File: config.mk
export PLATFORM = sky130hd
export DESIGN_NAME = segment_table_walker
export DESIGN_NICKNAME = d
export VERILOG_FILES = /design/src/include/seg_walk_pkg.sv /design/src/hw/ste_match.sv /design/src/hw/segment_table_walker.sv
export SDC_FILE = /design/constraint.sdc
export NUM_CORES = 1
export LEC_CHECK = 0
export BUFFER_PORTS_ARGS = -buffer_cell sky130_fd_sc_hd__buf_2
export CAP_MARGIN = 20
export CORE_MARGIN = 2
export CORE_UTILIZATION = 48
export DETAILED_ROUTE_END_ITERATION = 10
export PLACE_DENSITY = 0.76
export SLEW_MARGIN = 0
export SYNTH_ARGS = -nofsm -noshare
export SYNTH_HDL_FRONTEND = slang
export SYNTH_HIERARCHICAL = 1
export SYNTH_SLANG_ARGS = --single-unit
File: constraint.sdc
create_clock -name core_clk -period 2.4 [get_ports core_clk]
set_clock_uncertainty 0.15 [all_clocks]
set_input_delay 0.24 -clock core_clk [delete_from_list [all_inputs] [get_ports core_clk]]
set_output_delay 0.24 -clock core_clk [all_outputs]
set_load 0.05 [all_outputs]
File: src/include/seg_walk_pkg.sv
// Purpose: shared constants and types for the segment table walker
// Assumes: 64-bit effective and physical addresses, big-endian bit numbering in entries
// Notes: entry doubleword 0 sits in the upper 64 bits of a 128-bit memory word
// ----------------------------------------------------------------
// package
// ----------------------------------------------------------------
package seg_walk_pkg;
  // ----------------------------------------------------------------
  // register map
  // ----------------------------------------------------------------
  localparam logic [7:0] OFF_CTRL = 8'h00;
  localparam logic [7:0] OFF_BASE_LO = 8'h04;
  localparam logic [7:0] OFF_BASE_HI = 8'h08;
  localparam logic [7:0] OFF_STATUS = 8'h0c;
  localparam int CTRL_SLB_EN_POS = 0;
  localparam int CTRL_BRIDGE_POS = 1;
  localparam logic CTRL_SLB_EN_RST = 1'b1;
  localparam logic CTRL_BRIDGE_RST = 1'b0;
  localparam logic [51:0] BASE_RST = 52'h0_0000_0000_0000;
  localparam int STAT_BUSY_POS = 0;
  localparam int STAT_FAULT_POS = 1;
  localparam int STAT_STALL_POS = 2;
  localparam int STAT_WALKS_POS = 8;
  localparam int STAT_FAULTS_POS = 16;
  // ----------------------------------------------------------------
  // entry layout
  // ----------------------------------------------------------------
  localparam int ENTRY_W = 128;
  localparam int EFFECTIVE_SEGMENT_ID_W = 36;
  localparam int HASH_W = 5;
  localparam int EFFECTIVE_SEGMENT_ID_MSB = 127;
  localparam int VALID_POS = 71;
  localparam int SELECT_POS = 70;
  localparam int EA_EFFECTIVE_SEGMENT_ID_LSB = 28;
  localparam int ENTRIES_PER_GROUP = 8;
  localparam int BRIDGE_RESERVED = 16;
  // ----------------------------------------------------------------
  // memory attributes
  // ----------------------------------------------------------------
  localparam logic [3:0] WALK_ATTR_BITS = 4'h2;
  localparam logic [2:0] WALK_ATTR_TRIPLE = 3'h1;
  // ----------------------------------------------------------------
  // timing
  // ----------------------------------------------------------------
  localparam int CLK_PERIOD_NS = 10;
  localparam int INVAL_TIME_NS = 40;
  localparam int INVAL_CYCLES = (INVAL_TIME_NS + CLK_PERIOD_NS - 1) / CLK_PERIOD_NS;
  // ----------------------------------------------------------------
  // walk states
  // ----------------------------------------------------------------
  typedef enum logic [1:0] {
    WALK_IDLE = 2'b00,
    WALK_ISSUE = 2'b01,
    WALK_WAIT = 2'b10
  } walk_state_t;
endpackage : seg_walk_pkg

File: src/hw/ste_match.sv
// Purpose: compare one segment table entry against the faulting segment
// Assumes: entry as read from memory, doubleword 0 in the upper half
// Notes: purely combinational
`timescale 1ns/1ps
module ste_match
  import seg_walk_pkg::*;
(
  input wire logic [seg_walk_pkg::ENTRY_W-1:0] entry,
  input wire logic [seg_walk_pkg::EFFECTIVE_SEGMENT_ID_W-1:0] effective_segment_id,
  output logic hit,
  output logic direct_store
);
  // ----------------------------------------------------------------
  // match
  // ----------------------------------------------------------------
  logic valid;
  logic [EFFECTIVE_SEGMENT_ID_W-1:0] entry_effective_segment_id;
  assign valid = entry[VALID_POS];
  assign entry_effective_segment_id = entry[EFFECTIVE_SEGMENT_ID_MSB -: EFFECTIVE_SEGMENT_ID_W];
  assign hit = valid && (entry_effective_segment_id == effective_segment_id);
  assign direct_store = entry[SELECT_POS];
endmodule : ste_match

File: src/hw/segment_table_walker.sv
// Purpose: hardware segment table walk on a lookaside buffer miss
// Assumes: pipeline, memory port and register port all on core_clk
// Notes: one entry read outstanding at a time, stops on the first hit
//
// Our own choices: strobed register access and the placing of the registers.
`timescale 1ns/1ps
module segment_table_walker
  import seg_walk_pkg::*;
#(
  parameter int SLB_ENTRIES = 64,
  parameter int IDX_W = $clog2(SLB_ENTRIES)
)
(
  input wire logic core_clk,
  input wire logic rst_n,
  // register port
  input wire logic [7:0] reg_addr,
  input wire logic [31:0] reg_wdata,
  input wire logic reg_wr,
  input wire logic reg_rd,
  output logic [31:0] reg_rdata,
  // miss request from translation
  input wire logic miss_valid,
  input wire logic [63:0] miss_effective_address,
  input wire logic miss_instr,
  output logic miss_ready,
  // memory read port
  output logic mem_req_valid,
  output logic [63:0] mem_req_addr,
  output logic [3:0] mem_req_storage_attribute_bits,
  output logic [2:0] mem_req_storage_attribute_triple,
  input wire logic mem_req_ready,
  input wire logic mem_rsp_valid,
  input wire logic [seg_walk_pkg::ENTRY_W-1:0] mem_rsp_data,
  // outcome to translation and buffer
  output logic slb_fill_valid,
  output logic [seg_walk_pkg::ENTRY_W-1:0] slb_fill_entry,
  output logic [IDX_W-1:0] slb_fill_index,
  output logic slb_fill_direct_store,
  output logic walk_done,
  output logic instruction_storage_fault,
  output logic data_storage_fault,
  // buffer invalidation and barrier
  input wire logic slb_inval_req,
  input wire logic sync_req,
  output logic slb_inval_active,
  output logic sync_stall,
  output logic sync_done,
  // segment routing
  input wire logic xlate_valid,
  input wire logic xlate_enable,
  input wire logic xlate_block_translation_area_hit,
  input wire logic xlate_select,
  output logic route_direct_store,
  output logic route_memory
);
  // ----------------------------------------------------------------
  // state
  // ----------------------------------------------------------------
  localparam int CNT_W = $clog2(INVAL_CYCLES + 1);
  localparam logic [CNT_W-1:0] INVAL_LOAD = CNT_W'(INVAL_CYCLES);
  localparam logic [IDX_W-1:0] RESERVED_LOAD = IDX_W'(BRIDGE_RESERVED);
  localparam logic [2:0] LAST_IDX = 3'(ENTRIES_PER_GROUP - 1);

  typedef struct packed {
    walk_state_t st;
    logic [63:0] ea;
    logic instr;
    logic grp;
    logic [2:0] idx;
    logic [63:0] prim_addr;
    logic [63:0] sec_addr;
    logic miss_ready;
    logic mem_req_valid;
    logic [63:0] mem_req_addr;
    logic fill_valid;
    logic [ENTRY_W-1:0] fill_entry;
    logic [IDX_W-1:0] fill_index;
    logic fill_ds;
    logic walk_done;
    logic fault_i;
    logic fault_d;
    logic last_fault;
    logic [IDX_W-1:0] rr;
    logic slb_en;
    logic bridge;
    logic [51:0] base;
    logic [31:0] rdata;
    logic [7:0] walks;
    logic [7:0] faults;
    logic [CNT_W-1:0] inval_cnt;
    logic inval_active;
    logic sync_pend;
    logic sync_done;
    logic route_ds;
    logic route_mem;
  } walker_regs_t;

  walker_regs_t r;
  walker_regs_t next_r;
  logic rsp_hit;
  logic rsp_ds;

  // ----------------------------------------------------------------
  // entry compare
  // ----------------------------------------------------------------
  ste_match u_match (
    .entry(mem_rsp_data),
    .effective_segment_id(r.ea[63 -: EFFECTIVE_SEGMENT_ID_W]),
    .hit(rsp_hit),
    .direct_store(rsp_ds)
  );

  // ----------------------------------------------------------------
  // helpers
  // ----------------------------------------------------------------
  function automatic logic [63:0] group_addr(input logic [51:0] base, input logic [HASH_W-1:0] hash);
    group_addr = {base, hash, 7'h00};
  endfunction : group_addr

  function automatic logic [63:0] entry_addr(input logic [63:0] grp_base, input logic [2:0] idx);
    entry_addr = {grp_base[63:7], idx, 4'h0};
  endfunction : entry_addr

  // ----------------------------------------------------------------
  // next state
  // ----------------------------------------------------------------
  always_comb
  begin
    logic [HASH_W-1:0] hash1;
    logic [IDX_W-1:0] victim;
    logic inval_busy;
    hash1 = '0;
    victim = '0;
    inval_busy = 1'b0;
    next_r = r;
    next_r.fill_valid = 1'b0;
    next_r.walk_done = 1'b0;
    next_r.fault_i = 1'b0;
    next_r.fault_d = 1'b0;
    next_r.sync_done = 1'b0;
    next_r.rdata = 32'h0000_0000;

    // register writes
    if (reg_wr)
    begin
      if (reg_addr == OFF_CTRL)
      begin
        next_r.slb_en = reg_wdata[CTRL_SLB_EN_POS];
        next_r.bridge = reg_wdata[CTRL_BRIDGE_POS];
      end
      if (reg_addr == OFF_BASE_LO)
      begin
        next_r.base[19:0] = reg_wdata[31:12];
      end
      if (reg_addr == OFF_BASE_HI)
      begin
        next_r.base[51:20] = reg_wdata;
      end
    end

    // register reads, unmapped reads zero
    if (reg_rd)
    begin
      unique case (reg_addr)
        OFF_CTRL:
        begin
          next_r.rdata[CTRL_SLB_EN_POS] = r.slb_en;
          next_r.rdata[CTRL_BRIDGE_POS] = r.bridge;
        end
        OFF_BASE_LO: next_r.rdata = {r.base[19:0], 12'h000};
        OFF_BASE_HI: next_r.rdata = r.base[51:20];
        OFF_STATUS:
        begin
          next_r.rdata[STAT_BUSY_POS] = (r.st != WALK_IDLE);
          next_r.rdata[STAT_FAULT_POS] = r.last_fault;
          next_r.rdata[STAT_STALL_POS] = r.sync_pend;
          next_r.rdata[STAT_WALKS_POS +: 8] = r.walks;
          next_r.rdata[STAT_FAULTS_POS +: 8] = r.faults;
        end
        default: next_r.rdata = 32'h0000_0000;
      endcase
    end

    // walk
    unique case (r.st)
      WALK_IDLE:
      begin
        if (miss_valid && r.miss_ready)
        begin
          hash1 = miss_effective_address[EA_EFFECTIVE_SEGMENT_ID_LSB +: HASH_W];
          next_r.ea = miss_effective_address;
          next_r.instr = miss_instr;
          next_r.grp = 1'b0;
          next_r.idx = 3'h0;
          next_r.prim_addr = group_addr(r.base, hash1);
          next_r.sec_addr = group_addr(r.base, ~hash1);
          next_r.mem_req_valid = 1'b1;
          next_r.mem_req_addr = entry_addr(group_addr(r.base, hash1), 3'h0);
          next_r.miss_ready = 1'b0;
          next_r.st = WALK_ISSUE;
        end
      end
      WALK_ISSUE:
      begin
        if (mem_req_ready)
        begin
          next_r.mem_req_valid = 1'b0;
          next_r.st = WALK_WAIT;
        end
      end
      WALK_WAIT:
      begin
        if (mem_rsp_valid)
        begin
          if (rsp_hit)
          begin
            // bridge mode keeps the low sixteen slots for the fixed descriptors
            victim = r.bridge ? IDX_W'(r.ea[EA_EFFECTIVE_SEGMENT_ID_LSB +: 4]) : r.rr;
            next_r.fill_valid = r.slb_en;
            next_r.fill_entry = mem_rsp_data;
            next_r.fill_index = victim;
            next_r.fill_ds = rsp_ds;
            next_r.walk_done = 1'b1;
            next_r.last_fault = 1'b0;
            if (r.slb_en)
            begin
              next_r.rr = r.rr + IDX_W'(1);
              // bridge mode wraps past the reserved slots, not to zero
              if (r.bridge && r.rr == IDX_W'(SLB_ENTRIES - 1))
              begin
                next_r.rr = RESERVED_LOAD;
              end
            end
            next_r.walks = r.walks + 8'h01;
            next_r.miss_ready = 1'b1;
            next_r.st = WALK_IDLE;
          end
          else if (r.grp && r.idx == LAST_IDX)
          begin
            next_r.fault_i = r.instr;
            next_r.fault_d = !r.instr;
            next_r.last_fault = 1'b1;
            next_r.walks = r.walks + 8'h01;
            next_r.faults = r.faults + 8'h01;
            next_r.miss_ready = 1'b1;
            next_r.st = WALK_IDLE;
          end
          else
          begin
            // primary group first, then secondary, sixteen reads at most
            if (r.idx == LAST_IDX)
            begin
              next_r.grp = 1'b1;
              next_r.idx = 3'h0;
              next_r.mem_req_addr = entry_addr(r.sec_addr, 3'h0);
            end
            else
            begin
              next_r.idx = r.idx + 3'h1;
              next_r.mem_req_addr = entry_addr(r.grp ? r.sec_addr : r.prim_addr, r.idx + 3'h1);
            end
            next_r.mem_req_valid = 1'b1;
            next_r.st = WALK_ISSUE;
          end
        end
      end
      default:
      begin
        next_r.st = WALK_IDLE;
        next_r.mem_req_valid = 1'b0;
        next_r.miss_ready = 1'b1;
      end
    endcase

    // entering bridge mode moves round robin past the reserved slots
    if (!r.bridge && next_r.bridge && r.rr < RESERVED_LOAD)
    begin
      next_r.rr = RESERVED_LOAD;
    end

    // invalidation and barrier
    if (slb_inval_req)
    begin
      next_r.inval_cnt = INVAL_LOAD;
    end
    else if (r.inval_cnt != '0)
    begin
      next_r.inval_cnt = r.inval_cnt - CNT_W'(1);
    end
    inval_busy = slb_inval_req || (next_r.inval_cnt != '0);
    next_r.inval_active = (next_r.inval_cnt != '0);
    if (sync_req || r.sync_pend)
    begin
      next_r.sync_pend = inval_busy;
      next_r.sync_done = !inval_busy;
    end

    // segment routing
    next_r.route_ds = xlate_valid && xlate_enable && !xlate_block_translation_area_hit && xlate_select;
    next_r.route_mem = xlate_valid && xlate_enable && !xlate_block_translation_area_hit && !xlate_select;
  end

  // ----------------------------------------------------------------
  // registers
  // ----------------------------------------------------------------
  always_ff @(posedge core_clk or negedge rst_n)
  begin
    if (!rst_n)
    begin
      r <= '0;
      r.st <= WALK_IDLE;
      r.miss_ready <= 1'b1;
      r.slb_en <= CTRL_SLB_EN_RST;
      r.bridge <= CTRL_BRIDGE_RST;
      r.base <= BASE_RST;
    end
    else
    begin
      r <= next_r;
    end
  end

  // ----------------------------------------------------------------
  // outputs
  // ----------------------------------------------------------------
  assign reg_rdata = r.rdata;
  assign miss_ready = r.miss_ready;
  assign mem_req_valid = r.mem_req_valid;
  assign mem_req_addr = r.mem_req_addr;
  assign mem_req_storage_attribute_bits = WALK_ATTR_BITS;
  assign mem_req_storage_attribute_triple = WALK_ATTR_TRIPLE;
  assign slb_fill_valid = r.fill_valid;
  assign slb_fill_entry = r.fill_entry;
  assign slb_fill_index = r.fill_index;
  assign slb_fill_direct_store = r.fill_ds;
  assign walk_done = r.walk_done;
  assign instruction_storage_fault = r.fault_i;
  assign data_storage_fault = r.fault_d;
  assign slb_inval_active = r.inval_active;
  assign sync_stall = r.sync_pend;
  assign sync_done = r.sync_done;
  assign route_direct_store = r.route_ds;
  assign route_memory = r.route_mem;
endmodule : segment_table_walker

# Word level (Yosys, flattened, before mapping)
# Index checks and enable logic that the tools add are counted.
[op_classes]
mux = 48
eq_ne = 15
add_sub_neg = 5
n_lt_le_gt_ge = 1
reduce_logical = 41
n_bitwise = 3
[op_table]
columns = ["cell", "count"]
rows = [
  ["2-to-1 mux 265 bit", 1],
  ["2-to-1 mux 212 bit", 1],
  ["2-to-1 mux 146 bit", 1],
  ["2-to-1 mux 137 bit", 1],
  ["2-to-1 mux 65 bit", 2],
  ["2-to-1 mux 64 bit", 2],
  ["one-hot mux 64 bit (2 select lines)", 1],
  ["2-to-1 mux 32 bit", 2],
  ["2-to-1 mux 53 bit", 1],
  ["one-hot mux 16 bit (3 select lines)", 1],
  ["equality test 36 bit", 1],
  ["2-to-1 mux 6 bit", 5],
  ["2-to-1 mux 20 bit", 1],
  ["adder 8 x 1 -> 8 bit (second input constant)", 2],
  ["equality test 8 x 4 -> 1 bit (second input constant)", 2],
  ["2-to-1 mux 16 bit", 1],
  ["one-hot mux 8 bit (2 select lines)", 1],
  ["nonzero test 2 bit", 7],
  ["2-to-1 mux 3 bit", 4],
  ["2-to-1 mux 4 bit", 3],
  ["!= test 2 bit (second input constant)", 6],
  ["one-hot mux 2 bit (3 select lines)", 2],
  ["AND reduction 4 bit", 3],
  ["logical AND 1 bit", 10],
  ["other kinds (28)", 52],
]
[word_totals]
word_cells = 145
out_inout_bits = 249
ff_bits = 507
input_bits = 246

# Depth between registers and ports, before layout
[logic_depth]
depth_word = 8
mapped_depth = 11
ltp_nobuf = 8

# Modules after synthesis
# The synthesis kept the hierarchy.
[by_module_without_submodules]
columns = ["module", "cells_each", "seq_area_each_um2", "area_per_inst_um2", "instances"]
rows = [
  ["segment_table_walker", 1643, 10462.5, 18690.4, 1],
  ["ste_match", 50, 0.0, 405.4, 1],
]

# Least setup slack after synthesis
# OpenSTA, ideal clock, no wires.
[synth_timing]
path_kind = "register to register"
from = "register r[485] in the netlist's numbering"
to = "register r[450] in the netlist's numbering"
path_buffers = 2
stages_incl_launch_ff = 11
required_time_ps = 2122
setup_ps = 128
path_slack_ps = 77
period_less_slack_ps = 2323
t_arrival_ps = 2046
path_cell_list = "dfrtp_1 -> xor2_1 -> nor4_1 -> nand4_1 -> nor3_2 -> a21oi_2 -> nand3_2 -> a21oi_4 -> buf_6 -> buf_8 -> mux2_1"
[synth_between]
elab_chain_cells = 4
[synth_rtl]
columns = ["element", "line_no", "source"]
rows = [
  ["start, declared", "segment_table_walker.sv:99", "walker_regs_t r;"],
  ["start signal, assigned", "segment_table_walker.sv:320", "r <= next_r;"],
  ["equality test 36 bit", "ste_match.sv:20", "assign hit = valid && (entry_effective_segment_id == effective_segment_id);"],
  ["logical AND 1 bit", "ste_match.sv:20", ""],
  ["net rsp_hit", "segment_table_walker.sv:101", "logic rsp_hit;"],
  ["!= test 2 bit (no source line)", "n/a", ""],
  ["AND reduction 5 bit (no source line)", "n/a", ""],
]
# The timed path passes the listed nets, and every way through them passes these cells.
# A chain may end at the register's enable or synchronous reset.

# Final worst setup path
[layout_timing]
from = "register r[516] in the netlist's numbering"
to = "register r (netlist bit slb_fill_entry[86])"
[layout_between]
elab_chain_cells = 3
[layout_rtl]
columns = ["element", "line_no"]
rows = [
  ["equality test 36 bit", "ste_match.sv:20"],
  ["logical AND 1 bit", "ste_match.sv:20"],
  ["net rsp_hit", "segment_table_walker.sv:101"],
  ["AND reduction 3 bit (no source line)", "n/a"],
]
# The timed path passes the listed nets, and every way through them passes these cells.

==> summary.md <==
| Metric | Value |
|---|---|
| TritonRoute pass-1 iters | `6` |
| HP Class | `in2reg` |
| FMAX | `around 0.36 GHz` |
| Worst skew pair latency | `roughly 0.57 ns` |
| Post-layout min period | `~2.8 ns` |
| Average size of a mapped cell | `11.3 um2` |
| Post-Route WL | `around 57000 um` |
| Share of layout cells above drive strength 1 | `between 40 and 50%` |
| Dpl hpwl | `between 30000 and 40000 um` |
| Vias per cell | `around 5.3` |
| Most frequent cells in the layout | `454 x buf_2, 416 x dfrtp_1, 374 x nand2_1` |
| I/O Buffers | `455` |
| CP Launch Point | `r[516]` |
| Yosys cell types | `57` |
| Initial core utilization | `48.4%` |
| # rows | `73` |
| Clk buf depth | `3` |
| Main synth FF type | `dfrtp_1` |
| CP Class | `reg2reg` |
| Worst Setup End Kind | `register` |
| Fill cell count | `about 2800` |
| Initial DRC Count | `970` |
| Synthesized flop and latch total | `around 420` |
| GRT overflow | `0` |
| Post-route setup TNS | `-63.43 ns` |
| Cell Pwr Density | `about 660 mW/mm2` |
| Detail Route Antenna Nets | `0` |
| Post-synth EDFFs | `0` |
| WL/cell | `slightly above 20 um` |
| Final setup viols | `between 200 and 250` |
| Vias in the first global route | `around 15000` |
| Largest net degree at the start of global routing | `86` |
| Die ar. | `approximately 0.041 mm2` |
| Register area share after synthesis | `a little over half` |
| Startpoint types | `register` |
| Commonest non-fill, non-tap cell in the layout | `buf_2` |
| Num CTS Buffers | `44` |
| Post-route clock period utilization | `116%` |
| Cells after synthesis | `roughly 1700` |
| GR Util All Layers | `about a quarter` |
| Peak supply drop | `roughly 0.52 mV` |
| Worst Slack Setup Final | `-0.385 ns` |
| Root Buffer | `clkbuf_16` |
| Leakage power | `about 0.014 uW` |
| Final hold vios | `0` |
| Vias | `14752` |
| Footprint of the multi-input gates | `between 0.006 and 0.007 mm2` |
| FFs w/ async S/R, synth | `100%` |
| Synth-to-Final Area Change | `31.8%` |
| Unrepaired setup endpoints after global routing | `yes` |
| CORE AREA | `just under 0.04 mm2` |
| Total clock sinks | `418` |
| Chip Width | `just over 200 um` |
| CP Max Fanout | `21` |
| CTS H-tree depth | `2` |
| Pins Over Slew Limit | `0` |
| Worst Max-Slew Pin Slew | `0.594 ns` |
| Design Power | `between 15000 and 20000 uW` |
| I/O pin count | `roughly 500` |
| Max capacitance violation total | `0` |
| Worst-path clk slew | `about 0.060 ns` |
| Drt drc | `0` |
| Layout Utilization | `a little under two thirds` |
| Hold Startpoint | `reg_addr[2]` |
| Die Y | `203 um` |
| Sequential cell area | `approximately 0.010 mm2` |
| TritonCTS clock tree | `built` |
| Syn. warnings | `6` |
| Worst r2r src | `r[516]` |
| Failing checks | `negative setup slack` |
| Required time worst endpoint | `between 2 and 3 ns` |
| Status | `finished with violations` |
| Rel. slew slack | `around 60%` |
| Nets | `2458` |
| Crit path arrival time | `~3.1 ns` |
| First-pass GRT wire length | `84000 um` |
| Cell Area, Synth | `around 0.019 mm2` |
| RePlAce Congestion | `around 0.86` |
| Initial antenna violation count | `6` |
==> critical path: stages (launching register included) <==
cell and delay, ns:
dfrtp_1 0.40, xor2_1 0.18, nor4_2 0.45, nand4_1 0.22
nor3_4 0.23, buf_6 0.14, nand4b_1 0.16, buf_12 0.22
buf_12 0.15, clkbuf_16 0.19, nand2_1 0.10, nand2_1 0.06
==> what timing repair did <==
item	in CTS	in global routing
pin swaps	3	13
cloned	9	8
resized for setup	18	66
endpoints found under the setup margin	223	228
hold endpoints to repair	672	0
setup buffers	3	8
hold buffers	214	0
==> state kept, by name, summed over array words and instances (netlist names), 6 cells and up <==
name and flops:
mem_req_addr 60, r 180, reg_rdata 32, slb_fill_entry 128, slb_fill_index 6
==> logic make-up after synthesis <==
| logic type | after synthesis | share of synthesized area [%] |
|---|---|---|
| XOR/XNOR | 52 | 2.39 |
| other | 2 | 0.0393 |
| AND/OR/NAND/NOR | 533 | 12.1 |
| buffers and inverters | 328 | 11.7 |
| multiplexers | 218 | 13.1 |
| AO/OA/AOI/OAI | 134 | 5.35 |
| flip-flops | 418 | 54.8 |
| adder cells (fa/ha/maj) | 8 | 0.524 |
==> stage by stage <==
stage	std cells	hold slack (ns)	instance area, um2	setup WS [ns]
floorplan	1702	-0.206	19100	0.0767
global placement	2442	-0.0153	20800	-0.318
detailed placement	2442	-0.00652	20800	-0.354
CTS	2746	0.00977	24700	-0.335
global route	2767	0.0418	25200	-0.491
finish	2767	0.0507	25200	-0.385
==> cell usage after synthesis (3+ instances only) <==
cell       count  area (um2)
nand2_1      418        1570
dfrtp_1      416       10400
buf_4        242        1820
mux2_2       183        2060
a22o_1        76         666
buf_2         50         250
xor2_1        37         324
a21oi_1       27         135
nor2_1        23        86.3
clkbuf_1      21        78.8
mux2_4        19         285
mux2i_1       15         150
xnor2_1       15         131
nand3b_1      13        97.6
nand3_1       11        55.1
inv_1         10        37.5
nand4_1       10        62.6
o21ai_0       10        50.1
nor4_1         9        56.3
ha_1           8         100
and2_1         7        43.8
and3_1         7        43.8
o2bb2ai_1      6        52.6
nand2b_1       5        31.3
nor2b_1        5        31.3
nor3_1         5        25.0
or2_2          3        18.8
==> per-layer routing <==
metal	global-route usage, %	part of all wire, %
met5	0	0
met4	14.6	5.5
met3	5.16	7.2
met2	43.6	49
met1	31.3	39
==> worst paths after layout <==
path / slack (ns) / to / depth (start not counted)
min in group asynchronous: 0.13 / r[339] / 3
hold / removal: 0.05 / reg_rdata[9] / 3
setup / recovery: -0.38 / slb_fill_entry[86] / 11
max in group asynchronous: 1.50 / miss_ready / 3
hold reg to reg: 0.32 / slb_fill_entry[8] / 2
setup reg to reg: -0.38 / slb_fill_entry[86] / 11
==> where the power goes <==
part / leakage, uW / internal [uW] / switching (uW)
sequential: 0.00578 / 7380 / 281
clock: 0.000698 / 4000 / 2810
combinational: 0.00711 / 1040 / 1050
==> final cells by class <==
| type | count | area share [%] |
|---|---|---|
| antenna | 6 | 0.0597 |
| sequential | 418 | 41.6 |
| clock inverter | 15 | 0.701 |
| inverter | 11 | 0.214 |
| clock buffer | 63 | 5.03 |
| timing repair inverter | 1 | 0.0646 |
| tap | 525 | 2.61 |
| multi-input combinational | 956 | 26.4 |
| timing repair buffer | 772 | 23.4 |
Note: power is estimated with default switching activity, not from simulation.
